File: src/csre_defs.svh
`ifndef CSRE_DEFS_SVH
`define CSRE_DEFS_SVH
// ==========================================================
// request command codes
`define CSRE_CMD_SET_CFGA   8'h81
`define CSRE_CMD_GET_CFGA   8'h82
`define CSRE_CMD_SET_CLREF  8'h83
`define CSRE_CMD_GET_CLREF  8'h84
`define CSRE_CMD_GET_STS0   8'h85
`define CSRE_CMD_GET_STS1   8'h86
// ==========================================================
// reply header layout
`define CSRE_HDR_ACK_BIT    6
`define CSRE_HDR_UNSOL      8'h80
`define CSRE_HDR_CODE_MASK  8'h3f
// ==========================================================
// drive_config_a field positions
`define CSRE_CFGA_RSVD      7
`define CSRE_CFGA_PU_KEEP   6
`define CSRE_CFGA_SLEEP     5
`define CSRE_CFGA_NEUSIM    4
`define CSRE_CFGA_UNDERVOLTAGE_LOCKOUT_DIS  3
`define CSRE_CFGA_OC_DIS    2
`define CSRE_CFGA_MASK      8'h7f
// ==========================================================
// reset values, status 1 config-lost bit and fault mask
`define CSRE_CFGA_RST       8'h00
`define CSRE_CLREF_RST      8'h40
`define CSRE_STS0_RST       8'h01
`define CSRE_STS1_CFG_LOST  4
`define CSRE_STS1_MASK      8'h2c
// ==========================================================
// current limit reference transfer, in microvolts
`define CSRE_CLREF_OFS_UV   991000
`define CSRE_CLREF_STEP_UV  13770
`endif

File: src/csre_pkg.sv
`default_nettype none
package csre_pkg;
    typedef enum logic [1:0] {
        CSRE_IDLE,
        CSRE_HDR,
        CSRE_DATA
    } csre_state_e;
    typedef enum logic [1:0] {
        CSRE_SRC_CFGA,
        CSRE_SRC_CLREF,
        CSRE_SRC_STS0,
        CSRE_SRC_STS1
    } csre_src_e;
endpackage : csre_pkg
`default_nettype wire

File: src/csre_fault_watch.sv
`timescale 1ns/1ps
`default_nettype none
`include "csre_defs.svh"
// ==========================================================
// change detector for one status byte: a pending flag is raised on
// any newly set bit and held until the encoder takes it
module csre_fault_watch #(
    parameter int W = 8
) (
    input  wire logic         clk_i,
    input  wire logic         srst_i,
    input  wire logic [W-1:0] flags_i,
    input  wire logic         take_i,
    output logic              pend_o
);
    logic [W-1:0] last_r;
    logic         pend_r;
    wire          rise = |(flags_i & ~last_r);

    always_ff @(posedge clk_i) begin
        if (srst_i) begin
            // flags already up during reset count as seen: no false fault after release
            last_r <= flags_i;
            pend_r <= 1'b0;
        end else begin
            last_r <= flags_i;
            // a new fault in the take cycle keeps the flag up
            pend_r <= rise | (pend_r & ~take_i);
        end
    end
    assign pend_o = pend_r;
endmodule : csre_fault_watch
`default_nettype wire

File: src/csre_encoder.sv
// Operation
// - write of drive config answers 01h refused, 41h accepted
// - config bit 7 reads zero; bit 6 keeps pull-up, default zero, ignored asleep
// - config bit 5 picks sleep (1) or standby (0) when drive enable low
// - config bit 4 enables the neutral simulator, start-up zero
// - config bit 3 set disables undervoltage lockout, default zero
// - config bit 2 set disables external overcurrent detection, default zero
// - config bits 1:0 pick overcurrent threshold 0.25 to 1.0 volt
// - read of drive config answers 02h or 42h, then config byte
// - write of current reference answers 03h or 43h, then code
// - reference code maps to 0.991 volt plus 13.77 millivolt per step
// - read of current reference answers 04h or 44h, then code
// - status 0 request answers 05h or 45h, then status byte
// - status 0 fault sent unsolicited with header 85h
// - status 0 bits 0..4: warning, overtemp, undervolt, driver overvolt, overvolt
// - status 0 bits 5..7: buck overcurrent, buck warning, buck brown-out
// - status 1 request answers 06h or 46h, then status byte
// - status 1 fault sent unsolicited with header 86h
// - status 1 bits 2,3,5 are faults; bits 0,1,6,7 reserved zero
// - status 1 bit 4 flags config lost, set after start-up
`timescale 1ns/1ps
`default_nettype none
`include "csre_defs.svh"
module csre_encoder (
    input  wire logic       clk_i,
    input  wire logic       srst_i,
    input  wire logic       req_valid_i,
    input  wire logic [7:0] req_cmd_i,
    input  wire logic [7:0] req_data_i,
    input  wire logic       in_standby_i,
    input  wire logic       drive_en_i,
    input  wire logic [7:0] sts0_i,
    input  wire logic [7:0] sts1_i,
    input  wire logic       tx_ready_i,
    output logic            req_ready_o,
    output logic            tx_valid_o,
    output logic [7:0]      tx_byte_o,
    output logic            tx_last_o,
    output logic [7:0]      drive_config_a_o,
    output logic [7:0]      current_limit_reference_o,
    output logic            pullup_disconnect_o,
    output logic            sleep_entry_o,
    output logic            standby_entry_o,
    output logic            neutral_sim_en_o,
    output logic            undervoltage_lockout_en_o,
    output logic            ext_oc_detect_en_o,
    output logic [1:0]      ext_oc_thresh_o,
    output logic [31:0]     clref_uv_o
);
    // ==========================================================
    // request decode
    function automatic logic cmd_known(input logic [7:0] c);
        cmd_known = (c >= `CSRE_CMD_SET_CFGA) && (c <= `CSRE_CMD_GET_STS1);
    endfunction : cmd_known

    csre_pkg::csre_state_e state_r;
    csre_pkg::csre_src_e   src_r;
    logic [7:0] cfga_r;
    logic [7:0] clref_r;
    logic       cfg_lost_r;
    logic       ack_r;
    logic       tx_valid_r;
    logic [7:0] tx_byte_r;
    logic       tx_last_r;
    logic       req_ready_r;
    logic       pend0;
    logic       pend1;
    logic       take0;
    logic       take1;

    wire        idle       = (state_r == csre_pkg::CSRE_IDLE);
    wire        req_take   = idle & req_valid_i;
    wire        known      = cmd_known(req_cmd_i);
    // sleep select may change only in standby; a write trying it otherwise is refused
    wire        sleep_chg  = (req_data_i[`CSRE_CFGA_SLEEP] != cfga_r[`CSRE_CFGA_SLEEP]);
    wire        set_cfga   = req_cmd_i == `CSRE_CMD_SET_CFGA;
    wire        cfga_ok    = ~sleep_chg | in_standby_i;
    wire        req_ack    = known & req_cmd_i[7] & (~set_cfga | cfga_ok);
    wire        wr_cfga    = req_take & req_ack & set_cfga;
    wire        wr_clref   = req_take & req_ack & (req_cmd_i == `CSRE_CMD_SET_CLREF);
    // host requests win over unsolicited frames; faults stay pending meanwhile
    wire        unsol_go   = idle & ~req_valid_i & (pend0 | pend1);
    wire [7:0]  hdr_code   = req_cmd_i & `CSRE_HDR_CODE_MASK;
    wire [7:0]  hdr_nxt    = {1'b0, req_ack, hdr_code[5:0]};
    wire [7:0]  sts1_full  = (sts1_i & `CSRE_STS1_MASK)
                           | ({7'h00, cfg_lost_r} << `CSRE_STS1_CFG_LOST);
    csre_pkg::csre_src_e src_nxt;
    assign src_nxt = (req_cmd_i <= `CSRE_CMD_GET_CFGA)  ? csre_pkg::CSRE_SRC_CFGA  :
                     (req_cmd_i <= `CSRE_CMD_GET_CLREF) ? csre_pkg::CSRE_SRC_CLREF :
                     (req_cmd_i == `CSRE_CMD_GET_STS0)  ? csre_pkg::CSRE_SRC_STS0  :
                                                          csre_pkg::CSRE_SRC_STS1;
    wire [7:0]  data_sel   = (src_r == csre_pkg::CSRE_SRC_CFGA)  ? cfga_r  :
                             (src_r == csre_pkg::CSRE_SRC_CLREF) ? clref_r :
                             (src_r == csre_pkg::CSRE_SRC_STS0)  ? sts0_i  : sts1_full;
    wire        tx_fire    = tx_valid_r & tx_ready_i;

    assign take0 = unsol_go & pend0;
    assign take1 = unsol_go & ~pend0;

    // ==========================================================
    // unsolicited fault watchers
    csre_fault_watch #(.W(8)) u_watch0 (
        .clk_i   (clk_i),
        .srst_i  (srst_i),
        .flags_i (sts0_i),
        .take_i  (take0),
        .pend_o  (pend0)
    );
    csre_fault_watch #(.W(8)) u_watch1 (
        .clk_i   (clk_i),
        .srst_i  (srst_i),
        .flags_i (sts1_i & `CSRE_STS1_MASK),
        .take_i  (take1),
        .pend_o  (pend1)
    );

    // ==========================================================
    // configuration registers
    always_ff @(posedge clk_i) begin
        if (srst_i) begin
            cfga_r     <= `CSRE_CFGA_RST;
            clref_r    <= `CSRE_CLREF_RST;
            cfg_lost_r <= 1'b1;
        end else begin
            if (wr_cfga) begin
                cfga_r     <= req_data_i & `CSRE_CFGA_MASK;
                cfg_lost_r <= 1'b0;
            end
            if (wr_clref) begin
                clref_r    <= req_data_i;
                cfg_lost_r <= 1'b0;
            end
        end
    end

    // ==========================================================
    // reply sequencer
    always_ff @(posedge clk_i) begin
        if (srst_i) begin
            state_r     <= csre_pkg::CSRE_IDLE;
            src_r       <= csre_pkg::CSRE_SRC_CFGA;
            ack_r       <= 1'b0;
            tx_valid_r  <= 1'b0;
            tx_byte_r   <= 8'h00;
            tx_last_r   <= 1'b0;
            req_ready_r <= 1'b0;
        end else begin
            req_ready_r <= 1'b0;
            case (state_r)
                csre_pkg::CSRE_IDLE: begin
                    req_ready_r <= 1'b1;
                    if (req_valid_i) begin
                        req_ready_r <= 1'b0;
                        src_r       <= src_nxt;
                        ack_r       <= req_ack;
                        tx_valid_r  <= 1'b1;
                        tx_byte_r   <= hdr_nxt;
                        tx_last_r   <= ~req_ack;
                        state_r     <= csre_pkg::CSRE_HDR;
                    end else if (unsol_go) begin
                        req_ready_r <= 1'b0;
                        src_r       <= pend0 ? csre_pkg::CSRE_SRC_STS0
                                             : csre_pkg::CSRE_SRC_STS1;
                        ack_r       <= 1'b1;
                        tx_valid_r  <= 1'b1;
                        tx_byte_r   <= `CSRE_HDR_UNSOL | (pend0 ? `CSRE_CMD_GET_STS0
                                                            : `CSRE_CMD_GET_STS1);
                        tx_last_r   <= 1'b0;
                        state_r     <= csre_pkg::CSRE_HDR;
                    end
                end
                csre_pkg::CSRE_HDR: begin
                    if (tx_fire) begin
                        if (ack_r) begin
                            // value sampled after any write took effect
                            tx_byte_r <= data_sel;
                            tx_last_r <= 1'b1;
                            state_r   <= csre_pkg::CSRE_DATA;
                        end else begin
                            tx_valid_r <= 1'b0;
                            tx_last_r  <= 1'b0;
                            state_r    <= csre_pkg::CSRE_IDLE;
                        end
                    end
                end
                csre_pkg::CSRE_DATA: begin
                    if (tx_fire) begin
                        tx_valid_r <= 1'b0;
                        tx_last_r  <= 1'b0;
                        state_r    <= csre_pkg::CSRE_IDLE;
                    end
                end
                default: state_r <= csre_pkg::CSRE_IDLE;
            endcase
        end
    end

    // ==========================================================
    // decoded controls, registered
    logic [7:0]  ctl_r;
    logic [31:0] uv_r;
    wire         asleep = cfga_r[`CSRE_CFGA_SLEEP];
    always_ff @(posedge clk_i) begin
        if (srst_i) begin
            ctl_r <= 8'h00;
            uv_r  <= 32'(`CSRE_CLREF_OFS_UV);
        end else begin
            // pull-up keep bit has no say once sleep is selected
            ctl_r[0] <= ~drive_en_i & (asleep | ~cfga_r[`CSRE_CFGA_PU_KEEP]);
            ctl_r[1] <= ~drive_en_i & asleep;
            ctl_r[2] <= ~drive_en_i & ~asleep;
            ctl_r[3] <= cfga_r[`CSRE_CFGA_NEUSIM];
            ctl_r[4] <= ~cfga_r[`CSRE_CFGA_UNDERVOLTAGE_LOCKOUT_DIS];
            ctl_r[5] <= ~cfga_r[`CSRE_CFGA_OC_DIS];
            ctl_r[7:6] <= cfga_r[1:0];
            uv_r  <= 32'(`CSRE_CLREF_OFS_UV)
                   + 32'(clref_r) * 32'(`CSRE_CLREF_STEP_UV);
        end
    end

    assign req_ready_o               = req_ready_r;
    assign tx_valid_o                = tx_valid_r;
    assign tx_byte_o                 = tx_byte_r;
    assign tx_last_o                 = tx_last_r;
    assign drive_config_a_o          = cfga_r;
    assign current_limit_reference_o = clref_r;
    assign pullup_disconnect_o       = ctl_r[0];
    assign sleep_entry_o             = ctl_r[1];
    assign standby_entry_o           = ctl_r[2];
    assign neutral_sim_en_o          = ctl_r[3];
    assign undervoltage_lockout_en_o = ctl_r[4];
    assign ext_oc_detect_en_o        = ctl_r[5];
    assign ext_oc_thresh_o           = ctl_r[7:6];
    assign clref_uv_o                = uv_r;

    // ==========================================================
    // checks
    hdr_ack_code_a: assert property (@(posedge clk_i) disable iff (srst_i)
        req_take |=> (tx_byte_o[5:0] == $past(req_cmd_i[5:0])) && (tx_byte_o[6] == $past(req_ack)))
        else $error("header code or ack wrong");
    hdr_bit7_a: assert property (@(posedge clk_i) disable iff (srst_i)
        req_take |=> !tx_byte_o[7] && tx_valid_o)
        else $error("reply header bit 7 set");
    cfga_rsvd_a: assert property (@(posedge clk_i) disable iff (srst_i)
        !drive_config_a_o[7])
        else $error("config bit 7 not zero");
    write_effect_a: assert property (@(posedge clk_i) disable iff (srst_i)
        wr_cfga |=> drive_config_a_o == ($past(req_data_i) & 8'h7f))
        else $error("config write not applied");
    sleep_guard_a: assert property (@(posedge clk_i) disable iff (srst_i)
        !in_standby_i |=> $stable(drive_config_a_o[5]))
        else $error("sleep select changed out of standby");
    unsol_hdr_a: assert property (@(posedge clk_i) disable iff (srst_i)
        (unsol_go && pend0) |=> tx_byte_o == 8'h85)
        else $error("status 0 unsolicited header wrong");
    unsol1_hdr_a: assert property (@(posedge clk_i) disable iff (srst_i)
        (unsol_go && !pend0) |=> tx_byte_o == 8'h86)
        else $error("status 1 unsolicited header wrong");
    nack_short_a: assert property (@(posedge clk_i) disable iff (srst_i)
        (req_take && !req_ack) |=> tx_valid_o && tx_last_o)
        else $error("refused reply not single byte");
    sleep_pu_a: assert property (@(posedge clk_i) disable iff (srst_i)
        (!drive_en_i && asleep) |=> pullup_disconnect_o && sleep_entry_o)
        else $error("sleep did not force pull-up disconnect");
    // header accepted on an acknowledged reply: the data byte follows
    wire data_go = (state_r == csre_pkg::CSRE_HDR) & ack_r & tx_fire;
    nack_end_a: assert property (@(posedge clk_i) disable iff (srst_i)
        (state_r == csre_pkg::CSRE_HDR && !ack_r && tx_fire) |=> !tx_valid_o)
        else $error("refused reply went on past its header");
    byte_hold_a: assert property (@(posedge clk_i) disable iff (srst_i)
        (tx_valid_o && !tx_ready_i) |=> tx_valid_o && $stable(tx_byte_o) && $stable(tx_last_o))
        else $error("reply byte changed while stalled");
    cfga_data_a: assert property (@(posedge clk_i) disable iff (srst_i)
        (data_go && src_r == csre_pkg::CSRE_SRC_CFGA) |=> tx_last_o && !tx_byte_o[7]
            && (tx_byte_o == drive_config_a_o))
        else $error("config reply data byte wrong");
    clref_effect_a: assert property (@(posedge clk_i) disable iff (srst_i)
        wr_clref |=> current_limit_reference_o == $past(req_data_i))
        else $error("reference write not applied");
    cfg_lost_a: assert property (@(posedge clk_i) disable iff (srst_i)
        (wr_cfga || wr_clref) |=> !cfg_lost_r)
        else $error("config lost flag not cleared by write");
    sts1_rsvd_a: assert property (@(posedge clk_i) disable iff (srst_i)
        (data_go && src_r == csre_pkg::CSRE_SRC_STS1) |=> (tx_byte_o & 8'hc3) == 8'h00)
        else $error("status 1 reserved bit set");
    busy_ready_a: assert property (@(posedge clk_i) disable iff (srst_i)
        !idle |=> !req_ready_o)
        else $error("request ready while busy");
    ctl_map_a: assert property (@(posedge clk_i) disable iff (srst_i)
        1'b1 |=> (neutral_sim_en_o == $past(drive_config_a_o[4]))
            && (undervoltage_lockout_en_o == !$past(drive_config_a_o[3]))
            && (ext_oc_detect_en_o == !$past(drive_config_a_o[2]))
            && (ext_oc_thresh_o == $past(drive_config_a_o[1:0])))
        else $error("config controls not decoded");
    standby_pu_a: assert property (@(posedge clk_i) disable iff (srst_i)
        (!drive_en_i && !asleep) |=> standby_entry_o && !sleep_entry_o
            && (pullup_disconnect_o == !$past(drive_config_a_o[6])))
        else $error("standby pull-up control wrong");
    drive_on_a: assert property (@(posedge clk_i) disable iff (srst_i)
        drive_en_i |=> !pullup_disconnect_o && !sleep_entry_o && !standby_entry_o)
        else $error("low-power control active while driving");
    uv_map_a: assert property (@(posedge clk_i) disable iff (srst_i)
        1'b1 |=> clref_uv_o == 32'(`CSRE_CLREF_OFS_UV)
            + 32'($past(current_limit_reference_o)) * 32'(`CSRE_CLREF_STEP_UV))
        else $error("reference voltage mapping wrong");
endmodule : csre_encoder
`default_nettype wire

File: config.mk
export PLATFORM = sky130hd
export DESIGN_NAME = csre_encoder
export DESIGN_NICKNAME = d
export VERILOG_FILES = /design/src/csre_pkg.sv /design/src/csre_fault_watch.sv /design/src/csre_encoder.sv
export VERILOG_INCLUDE_DIRS = /design/src
export SDC_FILE = /design/constraint.sdc
export NUM_CORES = 1
export LEC_CHECK = 0
export BUFFER_PORTS_ARGS = -buffer_cell sky130_fd_sc_hd__buf_2
export CAP_MARGIN = 20
export CELL_PAD_IN_SITES_DETAIL_PLACEMENT = 1
export CELL_PAD_IN_SITES_GLOBAL_PLACEMENT = 1
export CORE_UTILIZATION = 43
export DETAILED_ROUTE_END_ITERATION = 8
export PLACE_DENSITY = 0.9
export SLEW_MARGIN = 40
export SYNTH_ARGS = -nofsm -noshare
export SYNTH_HDL_FRONTEND = slang
export SYNTH_SLANG_ARGS = --single-unit
File: constraint.sdc
create_clock -name clk_i -period 5.9 [get_ports clk_i]
set_input_delay 0.59 -clock clk_i [delete_from_list [all_inputs] [get_ports clk_i]]
set_output_delay 0.59 -clock clk_i [all_outputs]
set_load 0.005 [all_outputs]
==> reports/results.md <==
| Parameter | This run | Unit |
|:---|:---|:---|
| Max Clock Skew | 0.00934 | ns |
| Share of cell area taken by muxes after synthesis | 6.26 | % |
| Synth Warn # | 0 | - |
| Critical path depth | 17 | - |
| Count of standard-cell rows | 40 | - |
| Post-synth top area share | 28.5 | % |
| Total DRC errors in the routed layout | 0 | - |
| Number of I/O pins | 105 | - |
| Core region area | 12,000 | sq um |
| Slowest cell on crit path | sky130_fd_sc_hd__dfxtp_1 | - |
| Top area cells in the synthesized netlist | sky130_fd_sc_hd__dfxtp_1 28%, sky130_fd_sc_hd__ha_1 14%, sky130_fd_sc_hd__fa_1 10% | - |
| Routed wire length | 15,300 | microns |
| Hold bufs inserted after CTS | 0 | - |
| Largest net degree at the start of global routing | 65 | - |
| Highest attainable clock frequency | 0.178 | GHz |
| Clock tree from TritonCTS | built | - |
| Depth of the most critical reg-to-reg path | 17 | - |
| Most area-hungry cell type in the Yosys netlist | sky130_fd_sc_hd__dfxtp_1 | - |
| Number of different library cells in the post-synthesis netlist | 74 | - |
| Die ar. | 12,700 | sq um |
| Fraction of the mapped netlist area in adder cells | 23.8 | % |
| Top-count cell post-synth | sky130_fd_sc_hd__dfxtp_1 | - |
| Wire length of the first global-routing pass | 24,100 | microns |
| Post-Syn Instances | 549 | - |
| Kind of critical path | flop to flop | - |
| HP Class | input port to flop | - |
| X dimension of the die | 113 | microns |
| Largest stage delay, worst path | 0.62 | ns |
| Crit. End Element | flop | - |
| Number of buffers on the longest clock path | 2 | - |
| Final ANT Viol Nets | 0 | - |
| Final-layout setup total negative slack | 0 | ns |
| Peak fanout along the critical path | 8 | - |
| Critical Path RT | 6.10 | ns |
| Number of nets in the final layout | 751 | - |
| Number of DRC markers in iteration 0 | 351 | - |
| Via count | 4,404 | - |
| Count of endpoints failing hold in the final timing report | 0 | - |
| Half-perimeter wire length after detailed placement | 11,500 | microns |
| Antenna diodes | 0 | - |
| Area of all sequential standard cells | 1500 | sq um |
| Detailed-route wire length on metal 1 | 5880 | microns |
| Clock latency on the worst-skew pair | 0.35 | ns |
| Reg clk slew, reported paths | 0.07 | ns |
| Final period demand of the worst path | 5.61 | ns |
| # port buffers | 88 | - |
| CP delay by family, top | adder cells | - |
| Most frequent cell on the critical path | sky130_fd_sc_hd__inv_1 | - |
| Met2 routed wirelength | 8130 | microns |
| Fraction of final layout cells with drive strength greater than 1 | 21.5 | % |
| Number of global-route vias before repair | 4,704 | - |
| Setup slack, reg-to-reg | 0.29 | ns |
| Via density per instance | 5.64 | - |
| Critical path arrival | 5.81 | ns |
| FFs w/ async S/R, synth | 0 | % |
| Launching element type of the critical path | flop | - |
| Vert. Die Dim | 113 | microns |
| Initial core utilization | 44.1 | % |
| Aggregate global-route resource usage | 24.5 | % |
| Endpoint of the most critical setup path | clref_uv_o[21]$_SDFF_PP0_ | - |
| Leakage power summed over all cells | 2.97 | nW |
| Filler-free cell count of the finished design | 781 | - |
| Dominant synthesized flop cell | sky130_fd_sc_hd__dfxtp_1 | - |
| DR pass1 iterations | 5 | - |
| Final setup violating endpoints | 0 | - |
| Part of the cycle the worst path needs | 95.1 | % |
| Top Metal Used | met4 | - |
| Share of the yosys chip area belonging to registers | 28.5 | % |
| Multi-input combinational cell area | 3370 | sq um |
| Capturing point of the worst reg2reg path | clref_uv_o[21]$_SDFF_PP0_ | - |
| Avg WL per Cell | 19.6 | microns |
| P per Cell Area | 219 | nW/um^2 |
| Cells traversed along the worst timing path | ha_1 -> inv_1 -> fa_1 -> inv_1 -> fa_1 -> inv_1 -> fa_1 -> inv_1 -> ha_1 -> a21oi_2 -> a21oi_1 -> a2111oi_1 -> mux2i_1 -> o311ai_4 -> a2111oi_1 -> or4_1 -> a21oi_1 | - |
| Num Clock Sinks | 75 | - |
| Cell area after technology mapping | 5270 | sq um |
| Global placement routability congestion | 0.852 | - |
| Cts bufs inserted | 9 | - |
| Combinational family with the most area after synthesis | adder cells | - |
| Synth-to-Final Area Change | 15.0 | % |
| Number of violations of the max-capacitance limit | 0 | - |
| Cell types with the highest counts after synthesis | 75 x sky130_fd_sc_hd__dfxtp_1, 69 x sky130_fd_sc_hd__inv_1, 57 x sky130_fd_sc_hd__ha_1 | - |
| Buffers and inverters on the worst path | 4 | - |
| Count of pins over their slew limit | 0 | - |
| Actual slew at the worst max-slew pin | 0.644 | ns |
| Headroom to the max-slew limit | 56.5 | % |
| Run status | finished clean | - |
| Maximum vdd ir drop | 0.000150 | V |
| Sum of met3 wire segment lengths after detailed routing | 666 | microns |
| Number of synthesized register bits | 75 | - |
| Layout fillers | 1,375 | - |
| Initial antenna violation count | 0 | - |
| GR Overflow Total | 0 | - |
| Min setup slack post-route | 0.291 | ns |
| Unrepaired setup endpoints after global routing | false | - |
| Synth Area in XOR/XNOR | 4.98 | % |
| Synth Area in Simple Gates | 13.5 | % |
| Compound-Gate Fraction of Synth Area | 14.5 | % |
| Setup WS pre-CTS | 0.400 | ns |
| Worst setup startpoint | current_limit_reference_o[5]$_SDFFE_PP0P_ | - |
| Clock tree root buffer cell | sky130_fd_sc_hd__clkbuf_16 | - |
| Synthesized area per cell | 9.61 | sq um |
| Number of instances in the placed design | 765 | - |
| Level count of the clock H-tree | 3 | - |
| Number of enable-type register cells in the synthesized netlist | 0 | - |
| Startpoint of the lowest-slack register-to-register path | current_limit_reference_o[5]$_SDFFE_PP0P_ | - |
final cells by class:
cell class	instances	area share [%]
clock inverter	7	1.16
inverter	69	4.27
multi-input combinational	385	55.6
clock buffer	9	3.71
sequential	75	24.8
timing repair buffer	89	7.43
tap	147	3.03
metrics by stage:
step                total power (W)  cell area (sq um)  util [%]  hold slack [ns]
floorplan                  0.000718               5310         -            0.421
global placement           0.000772               5760      48.1            0.432
detailed placement         0.000788               5760      48.2            0.454
CTS                         0.00133               6060      50.7            0.371
global route                0.00138               6060      50.7            0.375
finish                      0.00133               6060      50.7            0.374
worst min-delay path by stage:
stage / startpoint / depth (start not counted) / slack [ns] / end
after CTS: sts0_i[7] / 1 / 0.37 / u_watch0.last_r[7]$_DFF_P_
after global placement: cfg_lost_r$_SDFFE_PP1P_ / 1 / 0.43 / cfg_lost_r$_SDFFE_PP1P_
after floorplan: cfg_lost_r$_SDFFE_PP1P_ / 1 / 0.42 / cfg_lost_r$_SDFFE_PP1P_
after detailed placement: cfg_lost_r$_SDFFE_PP1P_ / 1 / 0.45 / cfg_lost_r$_SDFFE_PP1P_
after global routing: sts0_i[7] / 1 / 0.37 / u_watch0.last_r[7]$_DFF_P_
final: sts0_i[5] / 1 / 0.37 / u_watch0.last_r[5]$_DFF_P_
cell usage in the layout, fill, tap and decap left out, drive strengths merged, types with 11 or more instances in the layout:
cell and instances:
buf 89, dfxtp 75, xnor2 15, conb 11, inv 72, ha 57, nand2 20, a21oi 30
mux2i 24, xor2 12, o21ai 14, fa 27, nor2 47
cells by family after synthesis:
group,count (synthesis)
simple gates,133
other cells,1
compound gates,102
flops,75
fa+ha+maj,84
xor+xnor,27
buf+inv,99
mux,28
sequential cells by signal (all words and copies together), names as in the netlist, 2 cells and up:
name	count
current_limit_reference_o	8
drive_config_a_o	7
src_r	2
ctl_r	8
clref_uv_o	22
u_watch1.last_r	3
u_watch0.last_r	8
tx_byte_o	8
state_r	2
routing by layer:
metal | vias to the layer above | global-route usage, %
met5 | - | 0
met2 | 148 | 44.1
met4 | 0 | 13.2
li1 | 2034 | -
met3 | 51 | 4.82
met1 | 2171 | 27.3
repair_timing:
| item | 4_1_cts | 5_1_grt |
|---|---|---|
| endpoints found under the setup margin | 0 | 1 |
| gates resized for setup | 0 | 2 |
| setup buffers | 0 | 0 |
power breakdown:
group	leakage [nW]	total [W]	internal [W]	switching, W
clock network	0.141	0.000545	0.000296	0.000249
logic	2.21	0.000210	0.0000892	0.000121
registers	0.618	0.000572	0.000544	0.0000281
total	2.97	0.00133	0.000929	0.000398
Power figures use the tool's default switching activity.
